===== src/shared/nbs_pkg.sv =====
// Constants, register map and state codes for the net busy sensing block
package nbs_pkg;
  // Clock and time units
  localparam int CLK_PERIOD_NS = 8;
  localparam int US_NS = 1000;
  localparam int CYC_PER_US = US_NS / CLK_PERIOD_NS;
  localparam logic [6:0] PRE_LAST = 7'(CYC_PER_US - 1);
  localparam int US_PER_S = 1000000;
  // Busy-detect limits per mode, in bit times and milliseconds
  localparam int SYNC_BIT_TIMES = 32;
  localparam int ASYNC_BIT_TIMES = 64;
  localparam int PACKET_B_MS = 250;
  localparam logic [43:0] SYNC_LIMIT = 44'(SYNC_BIT_TIMES * US_PER_S);
  localparam logic [43:0] ASYNC_LIMIT = 44'(ASYNC_BIT_TIMES * US_PER_S);
  localparam logic [19:0] PACKET_B_US = 20'(PACKET_B_MS * 1000);
  // Acknowledgment field lengths in bits
  localparam logic [9:0] ACK_SYNC_BITS = 10'h040;
  localparam logic [9:0] ACK_HDR_BITS = 10'h0A8;
  localparam logic [9:0] ACK_BODY_PLAIN = 10'h050;
  localparam logic [9:0] ACK_BODY_FEC = 10'h0A8;
  localparam logic [9:0] ACK_BODY_FEC_TDC = 10'h180;
  // Turnaround range in milliseconds
  localparam logic [6:0] TURN_MAX_MS = 7'h64;
  // Register byte offsets
  localparam logic [7:0] REG_CTRL = 8'h00;
  localparam logic [7:0] REG_MI_LEN = 8'h04;
  localparam logic [7:0] REG_TURN = 8'h08;
  localparam logic [7:0] REG_TOL = 8'h0C;
  localparam logic [7:0] REG_SMALLEST_PAIR_DELAY = 8'h10;
  localparam logic [7:0] REG_MINPAIR = 8'h14;
  localparam logic [7:0] REG_EQUIPMENT_PREAMBLE_TIME = 8'h18;
  localparam logic [7:0] REG_EQUIPMENT_LAG_TIME = 8'h1C;
  localparam logic [7:0] REG_BDET = 8'h20;
  localparam logic [7:0] REG_RHD = 8'h24;
  localparam logic [7:0] REG_TP = 8'h28;
  localparam logic [7:0] REG_NAD = 8'h2C;
  localparam logic [7:0] REG_STATUS = 8'h30;
  localparam logic [7:0] REG_ACKLEN = 8'h34;
  localparam logic [7:0] REG_WINDOW = 8'h38;
  // Control field positions
  localparam int CTRL_FEC = 0;
  localparam int CTRL_TDC = 1;
  localparam int CTRL_MI = 2;
  localparam int CTRL_VOICE = 3;
  localparam int CTRL_SMALLEST_PAIR_DELAY_KNOWN = 4;
  localparam int CTRL_MULTIDWELL = 5;
  localparam int CTRL_CONV = 6;
  localparam int CTRL_MODE_LO = 8;
  localparam int CTRL_W = 10;
  localparam logic [9:0] CTRL_RESET = 10'h000;
  localparam logic [19:0] TIME_RESET = 20'h00000;
  // Transfer modes
  typedef enum logic [1:0] {
    MODE_SYNC = 2'b00,
    MODE_ASYNC = 2'b01,
    MODE_PACKET = 2'b10,
    MODE_RSVD = 2'b11
  } nbs_mode_e;
  // Access sequencer states
  typedef enum logic [2:0] {
    ST_IDLE = 3'b000,
    ST_BUSY = 3'b001,
    ST_RHD = 3'b010,
    ST_ACK = 3'b011,
    ST_TP = 3'b100,
    ST_NAD = 3'b101
  } nbs_state_e;
endpackage


===== src/nbs_us_timer.sv =====
// Microsecond down-counter used for windows and access delays
`timescale 1ns/1ps
`default_nettype none
module nbs_us_timer (
  // Clock and reset
  input wire logic clk,
  input wire logic rst_n,
  // Control
  input wire logic start,
  input wire logic stop,
  input wire logic [21:0] load_us,
  // Status
  output logic running,
  output logic done
);
  logic [6:0] pre; // Cycles within current microsecond
  logic [21:0] remain; // Microseconds left
  wire tick = running && (pre == nbs_pkg::PRE_LAST);
  wire last = remain <= 22'h000001;

  // Stop beats start so an abort is never overridden
  always_ff @(posedge clk or negedge rst_n)
  begin
    if (!rst_n)
    begin
      running <= 1'b0;
      done <= 1'b0;
      pre <= 7'h00;
      remain <= 22'h000000;
    end
    else if (stop)
    begin
      running <= 1'b0;
      done <= 1'b0;
    end
    else if (start)
    begin
      running <= 1'b1;
      done <= 1'b0;
      pre <= 7'h00;
      remain <= load_us;
    end
    else
    begin
      done <= tick && last;
      pre <= tick ? 7'h00 : (running ? pre + 7'h01 : pre);
      remain <= tick ? remain - 22'h000001 : remain;
      running <= running && !(tick && last);
    end
  end
endmodule
`default_nettype wire


===== src/nbs_net_access.sv =====
// Net access timing parameters, busy sensing and transmit gating
// How it works
// - Ack length counts 64-bit sync field
// - Ack length adds crypto indicator when sent
// - Ack length adds 168-bit word count block
// - Body 80, 168 or 384 by coding
// - Lengths valid only without multidwell/convolutional
// - Turnaround 0 to 100 ms, 1 ms steps
// - Pair delay term capped at net minimum
// - Unknown pair delay term counts as zero
// - Busy, hold, timeout and access delay exist
// - Data busy detected within fixed window
// - Sync mode busy-detect at most 32/n
// - Async mode busy-detect at most 64/n
// - Packet mode busy-detect at most 250 ms
// - Detected data busy sets busy indicator
// - Busy suppresses every transmission and ack
// - Busy clears only on physical idle
// - No voice detect means never voice busy
// - Window is preamble+lag+detect+tolerance
`timescale 1ns/1ps
`default_nettype none
module nbs_net_access (
  // Clock and reset
  input wire logic clk,
  input wire logic rst_n,
  // Register port
  input wire logic [7:0] reg_addr,
  input wire logic [31:0] reg_wdata,
  input wire logic reg_wr,
  input wire logic reg_rd,
  output logic [31:0] reg_rdata,
  // Configuration
  input wire logic [23:0] link_bit_rate,
  // Radio side indications
  input wire logic rx_signal,
  input wire logic rx_data_detect,
  input wire logic voice_busy,
  input wire logic phy_idle,
  // Link layer requests
  input wire logic tx_req,
  input wire logic ack_req,
  input wire logic tx_done,
  input wire logic ack_expected,
  // Results
  output logic net_busy,
  output logic tx_grant,
  output logic ack_grant,
  output logic [9:0] ack_bits,
  output logic ack_len_valid,
  output logic [6:0] turnaround_ms,
  output logic [21:0] busy_window_us
);
  // Busy-detect value fits the limit for mode and rate
  function automatic logic b_fits(input logic [19:0] b,
                                  input logic [23:0] n,
                                  input logic [1:0] mode);
    logic [43:0] prod;
    prod = 44'(b) * 44'(n);
    if (mode == nbs_pkg::MODE_SYNC)
      b_fits = prod <= nbs_pkg::SYNC_LIMIT;
    else if (mode == nbs_pkg::MODE_ASYNC)
      b_fits = prod <= nbs_pkg::ASYNC_LIMIT;
    else
      b_fits = b <= nbs_pkg::PACKET_B_US;
  endfunction

  // Smaller of two microsecond values
  function automatic logic [19:0] min20(input logic [19:0] a,
                                        input logic [19:0] b);
    min20 = (a < b) ? a : b;
  endfunction

  // Software registers
  logic [9:0] ctrl; // Coding, options and mode
  logic [7:0] mi_len; // Crypto indicator field bits
  logic [19:0] tol_base; // Tolerance base, us
  logic [19:0] smallest_pair_delay; // Smallest pair delay, us
  logic [19:0] min_pair; // Net minimum pair delay, us
  logic [19:0] equipment_preamble_time; // Equipment preamble, us
  logic [19:0] equipment_lag_time; // Equipment lag, us
  logic [19:0] bdet; // Busy-detect parameter, us
  logic [19:0] response_hold_delay; // Response hold delay, us
  logic [19:0] tp; // Timeout period, us
  logic [19:0] network_access_delay; // Network access delay, us
  // Internal state
  nbs_pkg::nbs_state_e state;
  nbs_pkg::nbs_state_e next_state;
  logic rx_signal_q; // For edge of signal energy
  logic win_run;
  logic win_done;
  logic acc_run;
  logic acc_done;

  // Control field decode
  wire fec_en = ctrl[nbs_pkg::CTRL_FEC];
  wire tdc_en = ctrl[nbs_pkg::CTRL_TDC];
  wire mi_en = ctrl[nbs_pkg::CTRL_MI];
  wire voice_avail = ctrl[nbs_pkg::CTRL_VOICE];
  wire smallest_pair_delay_known = ctrl[nbs_pkg::CTRL_SMALLEST_PAIR_DELAY_KNOWN];
  wire md_en = ctrl[nbs_pkg::CTRL_MULTIDWELL];
  wire conv_en = ctrl[nbs_pkg::CTRL_CONV];
  wire [1:0] mode = ctrl[nbs_pkg::CTRL_MODE_LO +: 2];

  // Ack length terms; TIME_DISPERSAL_CODING without FEC counts as plain
  wire [9:0] body_bits = (fec_en && tdc_en) ? nbs_pkg::ACK_BODY_FEC_TDC :
                         fec_en ? nbs_pkg::ACK_BODY_FEC :
                         nbs_pkg::ACK_BODY_PLAIN;
  wire [9:0] mi_bits = mi_en ? {2'b00, mi_len} : 10'h000;
  wire [9:0] next_ack_bits = nbs_pkg::ACK_SYNC_BITS + mi_bits +
                             nbs_pkg::ACK_HDR_BITS + body_bits;

  // Pair delay term, capped and zeroed when unknown
  wire [19:0] smallest_pair_delay_eff = smallest_pair_delay_known ? min20(smallest_pair_delay, min_pair)
                                    : nbs_pkg::TIME_RESET;
  wire [19:0] tol_us = tol_base + smallest_pair_delay_eff;
  // Over-limit detect value falls back to zero: stricter, never looser
  wire b_ok = b_fits(bdet, link_bit_rate, mode);
  wire [19:0] b_eff = b_ok ? bdet : nbs_pkg::TIME_RESET;
  wire [21:0] next_window = 22'(equipment_preamble_time) + 22'(equipment_lag_time) + 22'(b_eff) +
                            22'(tol_us);

  // Busy set and clear terms
  wire voice_eff = voice_avail && voice_busy;
  wire busy_set = rx_data_detect || voice_eff || win_done;
  wire busy_clr = net_busy && phy_idle && !busy_set;
  wire next_busy = busy_set || (net_busy && !busy_clr);

  // Window runs from start of signal energy until busy is set or the energy drops
  wire win_start = rx_signal && !rx_signal_q && !net_busy;
  wire win_stop = busy_set || !rx_signal;

  // Access sequencer transitions
  always_comb
  begin
    next_state = state;
    if (busy_set)
      next_state = nbs_pkg::ST_BUSY;
    else
    begin
      case (state)
        nbs_pkg::ST_BUSY:
          if (busy_clr)
            next_state = ack_req ? nbs_pkg::ST_RHD : nbs_pkg::ST_NAD;
        nbs_pkg::ST_RHD:
          if (acc_done)
            next_state = nbs_pkg::ST_ACK;
        nbs_pkg::ST_ACK:
          if (!ack_req)
            next_state = nbs_pkg::ST_NAD;
        nbs_pkg::ST_TP:
          if (acc_done)
            next_state = nbs_pkg::ST_NAD;
        nbs_pkg::ST_NAD:
          if (acc_done)
            next_state = nbs_pkg::ST_IDLE;
        default:
          if (ack_req)
            next_state = nbs_pkg::ST_RHD;
          else if (tx_done)
            next_state = ack_expected ? nbs_pkg::ST_TP : nbs_pkg::ST_NAD;
      endcase
    end
  end

  // Access timer loads on entry to each delay state
  wire acc_start = (next_state != state) &&
                   ((next_state == nbs_pkg::ST_RHD) ||
                    (next_state == nbs_pkg::ST_TP) ||
                    (next_state == nbs_pkg::ST_NAD));
  wire [21:0] acc_load = (next_state == nbs_pkg::ST_RHD) ? 22'(response_hold_delay) :
                         (next_state == nbs_pkg::ST_TP) ? 22'(tp) :
                         22'(network_access_delay);
  wire acc_stop = busy_set;

  // Grants drop in the same cycle busy is raised
  wire quiet = !net_busy && !busy_set;
  wire next_tx_grant = quiet && tx_req && !ack_req &&
                       (state == nbs_pkg::ST_IDLE);
  wire next_ack_grant = quiet && ack_req &&
                        (state == nbs_pkg::ST_ACK);

  // Register write decode
  wire wr_ctrl = reg_wr && (reg_addr == nbs_pkg::REG_CTRL);
  wire wr_mi = reg_wr && (reg_addr == nbs_pkg::REG_MI_LEN);
  wire wr_turn = reg_wr && (reg_addr == nbs_pkg::REG_TURN);
  wire wr_tol = reg_wr && (reg_addr == nbs_pkg::REG_TOL);
  wire wr_smallest_pair_delay = reg_wr && (reg_addr == nbs_pkg::REG_SMALLEST_PAIR_DELAY);
  wire wr_minp = reg_wr && (reg_addr == nbs_pkg::REG_MINPAIR);
  wire wr_equipment_preamble_time = reg_wr && (reg_addr == nbs_pkg::REG_EQUIPMENT_PREAMBLE_TIME);
  wire wr_equipment_lag_time = reg_wr && (reg_addr == nbs_pkg::REG_EQUIPMENT_LAG_TIME);
  wire wr_bdet = reg_wr && (reg_addr == nbs_pkg::REG_BDET);
  wire wr_rhd = reg_wr && (reg_addr == nbs_pkg::REG_RHD);
  wire wr_tp = reg_wr && (reg_addr == nbs_pkg::REG_TP);
  wire wr_nad = reg_wr && (reg_addr == nbs_pkg::REG_NAD);
  // Turnaround write saturates at the top of range
  wire [6:0] turn_in = (reg_wdata > 32'(nbs_pkg::TURN_MAX_MS)) ?
                       nbs_pkg::TURN_MAX_MS : reg_wdata[6:0];

  // Read selection; unmapped offsets read zero
  wire [31:0] status_word = {24'h000000, 1'b0, state, b_ok, win_run,
                             acc_run, net_busy};
  wire [31:0] rd_mux =
    (reg_addr == nbs_pkg::REG_CTRL) ? 32'(ctrl) :
    (reg_addr == nbs_pkg::REG_MI_LEN) ? 32'(mi_len) :
    (reg_addr == nbs_pkg::REG_TURN) ? 32'(turnaround_ms) :
    (reg_addr == nbs_pkg::REG_TOL) ? 32'(tol_base) :
    (reg_addr == nbs_pkg::REG_SMALLEST_PAIR_DELAY) ? 32'(smallest_pair_delay) :
    (reg_addr == nbs_pkg::REG_MINPAIR) ? 32'(min_pair) :
    (reg_addr == nbs_pkg::REG_EQUIPMENT_PREAMBLE_TIME) ? 32'(equipment_preamble_time) :
    (reg_addr == nbs_pkg::REG_EQUIPMENT_LAG_TIME) ? 32'(equipment_lag_time) :
    (reg_addr == nbs_pkg::REG_BDET) ? 32'(bdet) :
    (reg_addr == nbs_pkg::REG_RHD) ? 32'(response_hold_delay) :
    (reg_addr == nbs_pkg::REG_TP) ? 32'(tp) :
    (reg_addr == nbs_pkg::REG_NAD) ? 32'(network_access_delay) :
    (reg_addr == nbs_pkg::REG_STATUS) ? status_word :
    (reg_addr == nbs_pkg::REG_ACKLEN) ? {21'h000000, ack_len_valid,
                                         ack_bits} :
    (reg_addr == nbs_pkg::REG_WINDOW) ? 32'(busy_window_us) :
    32'h00000000;

  // Configuration registers
  always_ff @(posedge clk or negedge rst_n)
  begin
    if (!rst_n)
    begin
      ctrl <= nbs_pkg::CTRL_RESET;
      mi_len <= 8'h00;
      turnaround_ms <= 7'h00;
      tol_base <= nbs_pkg::TIME_RESET;
      smallest_pair_delay <= nbs_pkg::TIME_RESET;
      min_pair <= nbs_pkg::TIME_RESET;
    end
    else
    begin
      if (wr_ctrl) ctrl <= reg_wdata[nbs_pkg::CTRL_W-1:0];
      if (wr_mi) mi_len <= reg_wdata[7:0];
      if (wr_turn) turnaround_ms <= turn_in;
      if (wr_tol) tol_base <= reg_wdata[19:0];
      if (wr_smallest_pair_delay) smallest_pair_delay <= reg_wdata[19:0];
      if (wr_minp) min_pair <= reg_wdata[19:0];
    end
  end

  // Timing parameter registers
  always_ff @(posedge clk or negedge rst_n)
  begin
    if (!rst_n)
    begin
      equipment_preamble_time <= nbs_pkg::TIME_RESET;
      equipment_lag_time <= nbs_pkg::TIME_RESET;
      bdet <= nbs_pkg::TIME_RESET;
      response_hold_delay <= nbs_pkg::TIME_RESET;
      tp <= nbs_pkg::TIME_RESET;
      network_access_delay <= nbs_pkg::TIME_RESET;
    end
    else
    begin
      if (wr_equipment_preamble_time) equipment_preamble_time <= reg_wdata[19:0];
      if (wr_equipment_lag_time) equipment_lag_time <= reg_wdata[19:0];
      if (wr_bdet) bdet <= reg_wdata[19:0];
      if (wr_rhd) response_hold_delay <= reg_wdata[19:0];
      if (wr_tp) tp <= reg_wdata[19:0];
      if (wr_nad) network_access_delay <= reg_wdata[19:0];
    end
  end

  // Derived results, busy flag, grants and read data
  always_ff @(posedge clk or negedge rst_n)
  begin
    if (!rst_n)
    begin
      ack_bits <= 10'h000;
      ack_len_valid <= 1'b0;
      busy_window_us <= 22'h000000;
      net_busy <= 1'b0;
      tx_grant <= 1'b0;
      ack_grant <= 1'b0;
      rx_signal_q <= 1'b0;
      state <= nbs_pkg::ST_IDLE;
      reg_rdata <= 32'h00000000;
    end
    else
    begin
      ack_bits <= next_ack_bits;
      ack_len_valid <= !md_en && !conv_en;
      busy_window_us <= next_window;
      net_busy <= next_busy;
      tx_grant <= next_tx_grant;
      ack_grant <= next_ack_grant;
      rx_signal_q <= rx_signal;
      state <= next_state;
      reg_rdata <= reg_rd ? rd_mux : 32'h00000000;
    end
  end

  // Detection window timer
  nbs_us_timer u_win (
    .clk(clk),
    .rst_n(rst_n),
    .start(win_start),
    .stop(win_stop),
    .load_us(next_window),
    .running(win_run),
    .done(win_done)
  );

  // Hold, timeout and access delay timer
  nbs_us_timer u_acc (
    .clk(clk),
    .rst_n(rst_n),
    .start(acc_start),
    .stop(acc_stop),
    .load_us(acc_load),
    .running(acc_run),
    .done(acc_done)
  );
endmodule
`default_nettype wire


===== config.mk =====
export PLATFORM = sky130hd
export DESIGN_NAME = nbs_net_access
export DESIGN_NICKNAME = d
export VERILOG_FILES = /design/src/shared/nbs_pkg.sv /design/src/nbs_us_timer.sv /design/src/nbs_net_access.sv
export SDC_FILE = /design/constraint.sdc
export NUM_CORES = 2
export LEC_CHECK = 0
export BUFFER_PORTS_ARGS = -buffer_cell sky130_fd_sc_hd__buf_2
export CORE_MARGIN = 8
export CORE_UTILIZATION = 30
export CTS_CLUSTER_SIZE = 20
export DETAILED_ROUTE_END_ITERATION = 12
export PLACE_DENSITY_LB_ADDON = 0.3
export SLEW_MARGIN = 25
export SYNTH_ARGS = -nofsm -noshare
export SYNTH_HDL_FRONTEND = slang
export SYNTH_SLANG_ARGS = --single-unit

===== constraint.sdc =====
create_clock -name clk -period 32.5 [get_ports clk]
set_clock_uncertainty 0.1 [all_clocks]
set_input_delay 1.625 -clock clk [delete_from_list [all_inputs] [get_ports clk]]
set_output_delay 1.625 -clock clk [all_outputs]
set_load 0.01 [all_outputs]

==> run metrics <==
slowest stage cell, crit path o31ai_4; Main synth FF type dfrtp_1; Bufs on Longest Clock Path 3; CP Data Arrival Time ~13000 ps; number of global-route vias before repair ~28000; Post-synth top cells inv_1, nand2_1, fa_1; largest net degree at the start of global routing 155; Slew HR 0.250; HP Class register to register; count leader, synth inv_1; CP Max Fanout 20; die area 0.130 mm²; Post-Synthesis Cell Area 0.0355 mm²; post-cts resize count 0; Die W 360 µm; DRT Pass-1 Iters 8; total gr overflow 0; final wirelength approximately 110000 µm; IR drop worst, VDD 0.0294 mV; CTS tree yes; post-synthesis async set-or-reset flop share 1.00; total CTS buffers 39; Fin Setup TNS 0 ps; Setup violations, final 0; clock root buffer clkbuf_16; met3 GRT Util 0.0223; final worst path period share 0.394; element type at the critical path end register; sequential area share after synthesis 0.232; fin cells 5393; EDFF count, synth 0; Post-Route Utilization 0.330; first-pass GRT wire length 175000 µm; Ys Warns 0; H-tree Lvls 2; Die Ht 360 µm; Total GRT Usage 0.171; PD cells around 36 mW/mm²; Rows roughly 130; Avg WL per Cell 20.7 µm; nets 4564; layout cells sized above 1 0.124; startpoint types input pin; # hold bufs at CTS 0; initial antenna violation count 7; syn avg cell area 9.28 µm²; antenna viol nets, final 0; met1 Usage GRT 0.235; GPL Wtd Cong 0.891; crit path time final around 13000 ps; Slew @ Worst Pin 1100 ps; Synth top area share 0.245; Initial DRC Count 1960; number of sinks on the clock net roughly 330; via count 27181; Initial Util 0.301; Clock Latency Late Sink 570 ps; Max Clk Rate just under 80 MHz; Core Area 0.118 mm²; clk slew on worst S/H paths 60 ps; #FFs+latches synth roughly 330; Area contributors post-synth fa_1, dfrtp_1, ha_1; Max Slew Vio Count 0; dpl hpwl 83900 µm; Lkg Pwr 0.0195 µW; RSZ-0062 raised after global routing false; DP Cell Count roughly 5300; vias per cell 5.04; global-route layer with the greatest usage met2; met2 usage 0.281; Area growth syn-to-layout 9.44%; Hold WS 345 ps; Unique masters post-synth 86; Max Cap Viol 0; top cell type by total area after synthesis fa_1; worst stage delay on the critical path 700 ps; status completed; detailed-route DRC error count 0; io pins about 150; Critical Path RT 32840 ps; Setup Fix Bufs, Post-CTS 0; final hold vios 0; post-synthesis cell count 3826; WS Path Type input pin to register; IO Port Bufs 140; most frequent CP cell fa_1
-- registers in the layout (all words and copies together) (netlist names), 22 cells and up --
signal,count
reg_rdata,22
busy_window_us,22
u_win.remain,22
u_acc.remain,22
-- per-layer routing --
| layer | vias up | routed length, µm |
|---|---|---|
| li1 | 12455 | - |
| met1 | 13787 | 50500 |
| met2 | 746 | 52200 |
| met3 | 185 | 5630 |
| met4 | 8 | 3410 |
| met5 | - | 55 |
-- cell usage in the layout (no fill, tap or decap), types with 13 or more instances in the layout --
cell type / n
inv_1: 547
nand2_1: 460
fa_1: 434
dfrtp_1: 325
and2_1: 249
ha_1: 229
mux2_2: 188
nor2_1: 157
a21oi_1: 152
o21ai_0: 143
buf_2: 139
xnor2_1: 52
nand3_1: 49
nor3_1: 47
buf_4: 47
mux2i_1: 42
clkbuf_16: 40
a22oi_1: 36
a21o_1: 35
xor2_1: 35
nor2b_1: 32
a211oi_1: 28
nor4_1: 24
nand4_1: 23
nand2b_1: 20
o22ai_1: 19
a222oi_1: 18
and3_1: 16
or3_1: 15
a221oi_1: 15
o211ai_1: 14
a31oi_1: 13
clkbuf_1: 13
-- metrics by stage --
step	cell area, µm²	setup slack [ps]	power (µW)
floorplan	35500	20730	806
global placement	37600	19470	957
detailed placement	37600	19220	958
CTS	38800	19790	1400
global route	38800	18900	1480
finish	38900	19690	1380
-- area by class of cell --
cell class | instances | area [µm²]
diodes | 4 | 10.0
clock buffers | 60 | 1150
multi-input cells | 2720 | 24300
repair buffers | 188 | 1080
fillers | 12137 | 78900
flip-flops and latches | 329 | 8240
clock inverters | 9 | 87.6
well taps | 1536 | 1920
inverters | 547 | 2050
-- worst max-delay path, delay by kind of cell --
family	cells	cell delay, ps
AOI/OAI and AO/OA	14	3800
adders and majority gates	11	5090
xor gates and xnor gates	1	160
and+or+nand+nor	8	1790
buffers and inverters	6	670
-- cell families after synthesis --
group	Yosys count	share of synthesized area
adders and majority gates	663	0.325
buffers and inverters	786	0.0854
AOI/OAI and AO/OA	595	0.110
DFF	329	0.232
muxes	230	0.0715
xor gates and xnor gates	87	0.0215
other	1	0.000106
and+or+nand+nor	1135	0.154
-- path summary, 6_finish.rpt --
kind                                                end  slack (ps)  cells after the start                start
setup / recovery           u_win.remain[21]$_DFFE_PN0P_       19690                     40     link_bit_rate[9]
hold / removal                  ack_len_valid$_DFF_PN0_         350                      1  ctrl[5]$_DFFE_PN0P_
setup reg to reg           u_win.remain[21]$_DFFE_PN0P_       20110                     40  bdet[4]$_DFFE_PN0P_
hold reg to reg                 ack_len_valid$_DFF_PN0_         350                      1  ctrl[5]$_DFFE_PN0P_
max in group asynchronous           bdet[9]$_DFFE_PN0P_       29740                      2                rst_n
min in group asynchronous        reg_rdata[4]$_DFF_PN0_        1040                      1                rst_n
-- where the power goes --
group          switching (µW)  internal, µW  total [µW]  leakage (µW)
registers                32.3           437         469       0.00447
logic                     301           179         480        0.0144
clock network             180           251         431      0.000604
Power figures use the tool's default switching activity.
